`config.mk`:
```
export PLATFORM = sky130hd
export DESIGN_NAME = mpss_top
export DESIGN_NICKNAME = d
export VERILOG_FILES = /design/src/mpss_pkg.sv /design/src/mpss_lowpulse.sv /design/src/mpss_top.sv
export SDC_FILE = /design/constraint.sdc
export NUM_CORES = 1
export LEC_CHECK = 0
export BUFFER_PORTS_ARGS = -buffer_cell sky130_fd_sc_hd__buf_2
export CAP_MARGIN = 5
export CORE_UTILIZATION = 50
export CTS_CLUSTER_DIAMETER = 100
export DETAILED_ROUTE_END_ITERATION = 8
export PLACE_DENSITY = 0.84
export SYNTH_ARGS = -nofsm -noshare
export SYNTH_HDL_FRONTEND = slang
export SYNTH_SLANG_ARGS = --single-unit
```
`constraint.sdc`:
```
create_clock -name SYS_CLK_IN -period 1.69 [get_ports SYS_CLK_IN]
set_input_delay 0.169 -clock SYS_CLK_IN [delete_from_list [all_inputs] [get_ports SYS_CLK_IN]]
set_output_delay 0.169 -clock SYS_CLK_IN [all_outputs]
set_load 0.01 [all_outputs]
```
`src/mpss_pkg.sv`:
```
// Constants and types for the module power and sleep sequencer
package mpss_pkg;
  localparam int unsigned CLK_HZ        = 100_000_000;
  localparam int unsigned PON_MIN_MS    = 25;
  localparam int unsigned RAIL_MAX_MS   = 25;
  localparam int unsigned ERST_MIN_MS   = 10;
  localparam int unsigned PON_CYC       = PON_MIN_MS * (CLK_HZ / 1000);
  localparam int unsigned ERST_CYC      = ERST_MIN_MS * (CLK_HZ / 1000);
  localparam int unsigned RAIL_MAX_CYC  = RAIL_MAX_MS * (CLK_HZ / 1000);
  localparam int unsigned IDLE_CYC      = 1000;
  // Two sync, state and output flops between pin fall and rail good
  localparam int unsigned PON_LAT       = 4;
  localparam int unsigned CNT_W         = 32;

  localparam logic [31:0] ADDR_CTRL     = 32'h0000_0000;
  localparam logic [31:0] ADDR_STATUS   = 32'h0000_0004;

  localparam logic [1:0]  SLEEP_DTR     = 2'h0;
  localparam logic [1:0]  SLEEP_AUTO    = 2'h1;
  localparam logic [1:0]  SLEEP_NEVER   = 2'h2;

  localparam int unsigned CTRL_OFF_BIT  = 0;
  localparam int unsigned CTRL_CFG_LSB  = 4;
  localparam int unsigned CTRL_BUSY_BIT = 8;

  localparam logic [1:0]  HTRANS_NONSEQ = 2'h2;
  localparam logic [2:0]  HSIZE_WORD    = 3'h2;

  typedef enum {
    MPSS_OFF,
    MPSS_RUN,
    MPSS_SLEEP
  } mpss_state_t;

  typedef struct packed {
    logic       on;
    logic       sleeping;
    logic       lna_low_gain;
    logic       wiped;
    logic [1:0] sleep_cfg;
  } mpss_status_t;
endpackage

```
`src/mpss_lowpulse.sv`:
```
// Synchronised low-level pin with a minimum-width qualifier
`timescale 1ns/1ns
module mpss_lowpulse
  import mpss_pkg::*;
#(
  parameter int unsigned MIN_CYC = 10
) (
  input  wire logic clk_in,
  input  wire logic rst_in,
  input  wire logic pin_n_in,
  output logic      low_out,
  output logic      qual_out
);
  logic             sync1;
  logic [CNT_W-1:0] cnt;

  always_ff @(posedge clk_in) begin
    if (rst_in) begin
      sync1   <= 1'b1;
      low_out <= 1'b0;
    end else begin
      sync1   <= pin_n_in;
      low_out <= ~sync1;
    end
  end

  // Saturating width count, pulses once per qualifying low
  always_ff @(posedge clk_in) begin
    if (rst_in) begin
      cnt      <= '0;
      qual_out <= 1'b0;
    end else if (!low_out) begin
      cnt      <= '0;
      qual_out <= 1'b0;
    end else begin
      if (cnt < CNT_W'(MIN_CYC)) begin
        cnt <= cnt + CNT_W'(1);
      end
      qual_out <= (cnt == CNT_W'(MIN_CYC - 1));
    end
  end
endmodule

```
`src/mpss_top.sv`:
```
// Power-on, switch-off, emergency shutdown and sleep control with AHB-Lite registers
`timescale 1ns/1ns

module mpss_top
  import mpss_pkg::*;
#(
  parameter int unsigned PON_CYCLES  = PON_CYC,
  parameter int unsigned ERST_CYCLES = ERST_CYC,
  parameter int unsigned IDLE_CYCLES = IDLE_CYC
) (
  input  wire logic        SYS_CLK_IN,
  input  wire logic        RST_IN,
  input  wire logic        POWER_ON_REQUEST_N_IN,
  input  wire logic        EMERGENCY_RESET_N_IN,
  input  wire logic        DTR_N_IN,
  input  wire logic        LNA_GAIN_STRAP_IN,
  input  wire logic        HSEL_IN,
  input  wire logic [31:0] HADDR_IN,
  input  wire logic [1:0]  HTRANS_IN,
  input  wire logic        HWRITE_IN,
  input  wire logic [2:0]  HSIZE_IN,
  input  wire logic [31:0] HWDATA_IN,
  input  wire logic        HREADY_IN,
  output logic [31:0]      HRDATA_OUT,
  output logic             HREADYOUT_OUT,
  output logic             HRESP_OUT,
  output logic             IO_RAIL_GOOD_OUT,
  output logic             SLEEP_OUT,
  output logic             LNA_LOW_GAIN_OUT,
  output logic             WIPE_OUT
);
  mpss_state_t      state;
  logic             pon_low;
  logic             pon_qual;
  logic             erst_low;
  logic             erst_qual;
  logic             dtr_s1;
  logic             dtr_high;
  logic             strap_s1;
  logic             strap_s2;
  logic             strap_done;
  logic             lna_low;
  logic [1:0]       sleep_cfg;
  logic             tasks_busy;
  logic             off_cmd;
  logic             wiped;
  logic [CNT_W-1:0] idle_cnt;
  logic             idle_done;
  logic             wr_pend;
  logic             rd_pend;
  logic [31:0]      ph_addr;
  logic             ph_go;
  mpss_status_t     status;

  // width qualifier, shortened by the pipeline latency
  // so the rail is good no later than PON_CYCLES after the pin falls
  mpss_lowpulse #(.MIN_CYC(PON_CYCLES - PON_LAT)) u_pon (
    .clk_in   (SYS_CLK_IN),
    .rst_in   (RST_IN),
    .pin_n_in (POWER_ON_REQUEST_N_IN),
    .low_out  (pon_low),
    .qual_out (pon_qual)
  );

  mpss_lowpulse #(.MIN_CYC(ERST_CYCLES)) u_erst (
    .clk_in   (SYS_CLK_IN),
    .rst_in   (RST_IN),
    .pin_n_in (EMERGENCY_RESET_N_IN),
    .low_out  (erst_low),
    .qual_out (erst_qual)
  );

  always_ff @(posedge SYS_CLK_IN) begin
    if (RST_IN) begin
      dtr_s1   <= 1'b1;
      dtr_high <= 1'b1;
    end else begin
      dtr_s1   <= DTR_N_IN;
      dtr_high <= dtr_s1;
    end
  end

  // Strap sync runs through reset; reset must span two edges to settle it
  always_ff @(posedge SYS_CLK_IN) begin
    strap_s1 <= LNA_GAIN_STRAP_IN;
    strap_s2 <= strap_s1;
  end

  // strap sensed once after reset release
  always_ff @(posedge SYS_CLK_IN) begin
    if (RST_IN) begin
      strap_done <= 1'b0;
      lna_low    <= 1'b0;
    end else if (!strap_done) begin
      strap_done <= 1'b1;
      lna_low    <= ~strap_s2;
    end
  end

  // Power state machine
  always_ff @(posedge SYS_CLK_IN) begin
    if (RST_IN) begin
      state <= MPSS_OFF;
      wiped <= 1'b0;
    end else begin
      case (state)
        MPSS_OFF: begin
          if (pon_qual && !erst_low) begin
            state <= MPSS_RUN;
            wiped <= 1'b0;
          end
        end
        MPSS_RUN, MPSS_SLEEP: begin
          if (erst_qual && !pon_low) begin
            state <= MPSS_OFF;
            wiped <= 1'b1;
          end else if (off_cmd && !pon_low) begin
            state <= MPSS_OFF;
          end else if (sleep_cfg == SLEEP_NEVER) begin
            state <= MPSS_RUN;
          end else if (sleep_cfg == SLEEP_DTR) begin
            if (!dtr_high) begin
              state <= MPSS_RUN;
            end else if (idle_done) begin
              state <= MPSS_SLEEP;
            end
          end else if (sleep_cfg == SLEEP_AUTO) begin
            state <= tasks_busy ? MPSS_RUN : MPSS_SLEEP;
          end else begin
            state <= MPSS_RUN;
          end
        end
        default: state <= MPSS_OFF;
      endcase
    end
  end

  // idle delay, cancelled by DTR low
  always_ff @(posedge SYS_CLK_IN) begin
    if (RST_IN) begin
      idle_cnt  <= '0;
      idle_done <= 1'b0;
    end else if (state != MPSS_RUN || !dtr_high || sleep_cfg != SLEEP_DTR) begin
      idle_cnt  <= '0;
      idle_done <= 1'b0;
    end else if (idle_cnt < CNT_W'(IDLE_CYCLES - 1)) begin
      idle_cnt <= idle_cnt + CNT_W'(1);
    end else begin
      idle_done <= 1'b1;
    end
  end

  // Outputs straight from flops
  always_ff @(posedge SYS_CLK_IN) begin
    if (RST_IN) begin
      IO_RAIL_GOOD_OUT <= 1'b0;
      SLEEP_OUT        <= 1'b0;
      LNA_LOW_GAIN_OUT <= 1'b0;
      WIPE_OUT         <= 1'b0;
    end else begin
      // rail follows state, not the pin
      IO_RAIL_GOOD_OUT <= (state != MPSS_OFF);
      SLEEP_OUT        <= (state == MPSS_SLEEP);
      LNA_LOW_GAIN_OUT <= lna_low;
      WIPE_OUT         <= wiped;
    end
  end

  assign ph_go  = HSEL_IN && HREADY_IN && (HTRANS_IN == HTRANS_NONSEQ);
  assign status = '{on: (state != MPSS_OFF), sleeping: (state == MPSS_SLEEP),
                    lna_low_gain: lna_low, wiped: wiped, sleep_cfg: sleep_cfg};

  // AHB-Lite slave, zero wait states
  always_ff @(posedge SYS_CLK_IN) begin
    if (RST_IN) begin
      wr_pend       <= 1'b0;
      rd_pend       <= 1'b0;
      ph_addr       <= '0;
      HREADYOUT_OUT <= 1'b1;
      HRESP_OUT     <= 1'b0;
    end else begin
      wr_pend       <= ph_go && HWRITE_IN;
      rd_pend       <= ph_go && !HWRITE_IN;
      ph_addr       <= ph_go ? HADDR_IN : ph_addr;
      HREADYOUT_OUT <= 1'b1;
      HRESP_OUT     <= 1'b0;
    end
  end

  // Control register: off command pulse, sleep config, task busy
  always_ff @(posedge SYS_CLK_IN) begin
    if (RST_IN) begin
      off_cmd    <= 1'b0;
      sleep_cfg  <= SLEEP_DTR;
      tasks_busy <= 1'b0;
    end else begin
      off_cmd <= 1'b0;
      if (wr_pend && ph_addr == ADDR_CTRL) begin
        off_cmd    <= HWDATA_IN[CTRL_OFF_BIT];
        sleep_cfg  <= HWDATA_IN[CTRL_CFG_LSB +: 2];
        tasks_busy <= HWDATA_IN[CTRL_BUSY_BIT];
      end
    end
  end

  // Read data registered at the address phase edge; valid throughout the data phase
  always_ff @(posedge SYS_CLK_IN) begin
    if (RST_IN) begin
      HRDATA_OUT <= '0;
    end else if (ph_go && !HWRITE_IN) begin
      if (HADDR_IN == ADDR_CTRL) begin
        HRDATA_OUT <= 32'(sleep_cfg) << CTRL_CFG_LSB | 32'(tasks_busy) << CTRL_BUSY_BIT;
      end else if (HADDR_IN == ADDR_STATUS) begin
        HRDATA_OUT <= 32'(status);
      end else begin
        HRDATA_OUT <= 32'h0000_0000;
      end
    end
  end

  // a_rail_on_time: rail good two cycles after qualified request
  a_rail_on_time: assert property (@(posedge SYS_CLK_IN) disable iff (RST_IN)
    (state == MPSS_OFF && pon_qual && !erst_low) |-> ##2 IO_RAIL_GOOD_OUT)
    else $error("rail good late");
  a_stay_powered: assert property (@(posedge SYS_CLK_IN) disable iff (RST_IN)
    (state != MPSS_OFF && !erst_qual && !off_cmd) |=> state != MPSS_OFF)
    else $error("module dropped power");
  a_off_ignored: assert property (@(posedge SYS_CLK_IN) disable iff (RST_IN)
    (state != MPSS_OFF && off_cmd && pon_low && !erst_qual) |=> state != MPSS_OFF)
    else $error("off accepted with request low");
  a_emerg_wipe: assert property (@(posedge SYS_CLK_IN) disable iff (RST_IN)
    (state != MPSS_OFF && erst_qual && !pon_low) |=> (state == MPSS_OFF && wiped))
    else $error("emergency shutdown missed");
  a_dtr_wake: assert property (@(posedge SYS_CLK_IN) disable iff (RST_IN)
    (state == MPSS_SLEEP && sleep_cfg == SLEEP_DTR && !dtr_high && !off_cmd && !erst_qual)
    |=> state == MPSS_RUN)
    else $error("no wake on dtr");
  a_auto_sleep: assert property (@(posedge SYS_CLK_IN) disable iff (RST_IN)
    (state == MPSS_RUN && sleep_cfg == SLEEP_AUTO && !tasks_busy && !off_cmd && !erst_qual)
    |=> state == MPSS_SLEEP)
    else $error("auto sleep missed");
  a_never_sleep: assert property (@(posedge SYS_CLK_IN) disable iff (RST_IN)
    (state == MPSS_RUN && sleep_cfg == SLEEP_NEVER) |=> state != MPSS_SLEEP)
    else $error("slept in never mode");
  a_lna_strap: assert property (@(posedge SYS_CLK_IN) disable iff (RST_IN)
    $rose(strap_done) |-> ##1 (LNA_LOW_GAIN_OUT == ~$past(strap_s2, 2)))
    else $error("lna gain wrong");
  a_idle_cancel: assert property (@(posedge SYS_CLK_IN) disable iff (RST_IN)
    !dtr_high |=> (idle_cnt == '0 && !idle_done))
    else $error("idle not cancelled");
  c_power_up: cover property (@(posedge SYS_CLK_IN) $rose(IO_RAIL_GOOD_OUT));
  c_sleep: cover property (@(posedge SYS_CLK_IN) $rose(SLEEP_OUT));
  c_wipe: cover property (@(posedge SYS_CLK_IN) $rose(WIPE_OUT));
endmodule

```
==> flow_summary_export.csv <==
group,metric,value,unit
synthesis,synth.avg_cell_area,8.79,sq um
critical_path,cp.depth,6,
routing,drt_iter0_drc,689,
timing,rsz0062_at_grt,"true",
finish,n_fill_cell,684,
hold_path,whs_path_depth,3,
critical_path,r2r_setup_slack,-250,ps
timing,layout_worst_path_cycle_share,1.15,
finish,antenna_cells,0,
critical_path,worstSetupStartpoint,"u_pon.cnt[7]",
timing,slew_headroom,0.622,
synthesis,ys_warn_count,0,
timing,layout_min_cycle_time,1940,ps
place,dp_slack,-222,ps
critical_path,cp_slowest_stage_delay,450,ps
synthesis,synthMostInstantiatedCell,"dfxtp_1",
timing,setup_viol,44,
critical_path,worstReg2RegEnd,"u_pon.cnt[21]",
finish,num-nets-final,1022,
outcome,violations,"setup timing",
synthesis,yosysSeqAreaShare,0.489,
synthesis,synth-seq-cells,160,
critical_path,path_class,"reg -> reg",
routing,ant_nets,0,
synthesis,yosysTopAreaCell,"dfxtp_1",
clock_network,h-tree-depth,4,
clock_network,cts_buffers,17,
critical_path,crit_path_end_kind,"flop",
finish,drive_above_1_share,0.367,
timing,fin_ws,-249,ps
routing,avgViaCountPerCell,6.07,
synthesis,yosys-top-cells-count,"dfxtp_1, nand2_1, a21oi_1",
critical_path,path_delay_family,"simple AND/OR/NAND/NOR gates",
finish,register_area,3250,sq um
global_routing,antenna_found_initial,0,
timing,max_freq,516,MHz
pwr,power.leakage,0.00373,uW
die,io_pins,116,
die,start_util,0.517,
place,place_congestion,0.831,
clock_network,clkSlewWorstSetupHoldPaths,70,ps
finish,syn_to_final_growth,45.5,%
critical_path,worstPathCellList,"nand4_1, nor4_2, buf_4, nand4_1, or4_1, o21ai_1",
routing,drt-wirelength-per-cell,19.9,um
die,dieArea,13600,sq um
timing,tightestPinTransition,567,ps
synthesis,netlist_area,6550,sq um
finish,post-route-util,0.752,
global_routing,grt_pass1_vias,6272,
finish,multi_input_area,3800,sq um
outcome,status,"complete, but fails checks",
run,cap_violations,0,
critical_path,r2r-start,"u_pon.cnt[7]",
critical_path,path_common_cell,"nand4_1",
hold_path,min_path_type,"in -> reg",
critical_path,worstPathArrival,2300,ps
routing,drt_pre_antenna_iters,7,
global_routing,grt_usage,0.278,
pwr,peakVddDrop,0.692,mV
synthesis,synth_edf_count,0,
synthesis,synth_top_area_frac,0.489,
clock_network,cts.sinks,160,
critical_path,crit_path_end,"u_pon.cnt[21]",
clock_network,clockRootBuffer,"clkbuf_16",
routing,drc,0,
synthesis,ys_types,56,
clock_network,clock_latency,440,ps
place,io_buffers,57,
critical_path,reg2reg_depth,6,
synthesis,async_flop_share,0,
critical_path,critPathLaunchType,"flop",
critical_path,worstPathMaxFanout,5,
die,core_area,12700,sq um
clock_network,clockBufferDepth,2,
critical_path,cp_slowest_cell,"dfxtp_1",
global_routing,grt_first_pass_wirelength,29.2,mm
global_routing,grt_max_degree,34,
critical_path,crit_buf_inv,1,
timing,fin_worst_skew,10.0,ps
timing,tns,-5020,ps
timing,finalHoldViolations,0,
place,dp.final_hpwl,9.52,mm
routing,dr_total_vias,6814,
routing,wl,22.4,mm
die,dieHeight,116,um
timing,drv_slew,0,
pwr,p_per_area,861,nW/um^2
die,die_x,116,um
synthesis,synth_area_leaders,"dfxtp_1, nand2_1, a21oi_1, and2_1, buf_4",
pwr,power,8200,uW
synthesis,synth_top_flop_cell,"dfxtp_1",
clock_network,cts_tree,"yes",
critical_path,crit_required,2050,ps
synthesis,syn_inst,745,
global_routing,gr-total-overflow,0,
die,rows,41,
cell usage in the layout, fill, tap and decap left out, types with 6 or more instances in the layout:
cell type / Yosys / final
o21ai_2: 0 / 7
a21oi_1: 65 / 49
nand3_1: 25 / 18
or3_4: 1 / 8
nor4_1: 25 / 13
a21oi_2: 0 / 15
nand4_1: 26 / 26
dlygate4sd3_1: 0 / 29
o21ai_1: 0 / 11
mux2i_1: 7 / 7
and3_1: 21 / 19
xnor2_1: 14 / 13
inv_1: 13 / 13
or3_1: 18 / 11
nand2_1: 90 / 86
and2_1: 41 / 40
ha_1: 7 / 6
buf_2: 7 / 57
dfxtp_2: 0 / 21
buf_4: 27 / 96
nor2_1: 52 / 50
clkbuf_16: 0 / 17
buf_6: 0 / 25
dfxtp_1: 160 / 134
nor4_4: 0 / 11
conb_1: 2 / 27
worst min path at each step:
stage                            from    endpoint  slack (ps)
floorplan           LNA_GAIN_STRAP_IN    strap_s1         200
global placement    LNA_GAIN_STRAP_IN    strap_s1         300
detailed placement  LNA_GAIN_STRAP_IN    strap_s1         300
CTS                       HADDR_IN[1]  ph_addr[1]           2
global route              HADDR_IN[1]  ph_addr[1]          20
finish                    HADDR_IN[1]  ph_addr[1]          10
timing repair:
action	in CTS	in global routing
pin swaps	24	65
buffers inserted	8	23
endpoints found under the hold margin	29	0
hold buffers	29	0
endpoints found under the setup margin	48	63
gates resized for setup	53	157
gates cloned	1	3
state kept, by name (all words and copies together) (netlist names), 2 cells and up:
| register | count |
|---|---|
| HRDATA_OUT | 7 |
| state | 2 |
| u_pon.cnt | 32 |
| ph_addr | 32 |
| idle_cnt | 32 |
| sleep_cfg | 2 |
| u_erst.cnt | 32 |
routing by layer:
metal  global-route usage  wire length, um  vias up
met5                    0                0        -
met4                0.170             1390        0
met3               0.0716             1430      149
met2                0.484            11400      448
met1                0.302             8140     3241
li1                     -                -     2976
layout make-up:
cell class / count / share of cell area
multi-input cells: 536 / 0.399
repair buffers: 209 / 0.170
clock buffers: 18 / 0.0461
well taps: 172 / 0.0226
inverters: 13 / 0.00512
flip-flops and latches: 160 / 0.341
clock inverters: 14 / 0.0162
through the flow:
stage	hold WS [ps]	instances	cell area [sq um]
finish	10.6	1122	9520
global placement	298	1026	7480
floorplan	197	770	6650
global route	15.3	1122	9520
CTS	2.22	1096	8660
detailed placement	304	1026	7480
report_power, final:
| group | internal, uW | switching [uW] | leakage [uW] |
|---|---|---|---|
| combinational | 197 | 286 | 0.00213 |
| clock | 2230 | 1640 | 0.000289 |
| sequential | 3810 | 36.4 | 0.00131 |
| total | 6240 | 1960 | 0.00373 |
logic make-up after synthesis:
family | after synthesis | synth area share
buffers and inverters | 74 | 0.0593
muxes | 8 | 0.0124
xor gates and xnor gates | 17 | 0.0228
DFF | 160 | 0.489
and+or+nand+nor | 349 | 0.283
adders and majority gates | 7 | 0.0134
AOI/OAI and AO/OA | 128 | 0.118
other | 2 | 0.00115
worst register-to-register path, cell delays in order, from the launching register on:
cell	delay, ps
dfxtp_1	450
nand4_1	270
nor4_2	280
buf_4	210
nand4_1	120
or4_1	430
o21ai_1	110
Power figures use the tool's default switching activity.
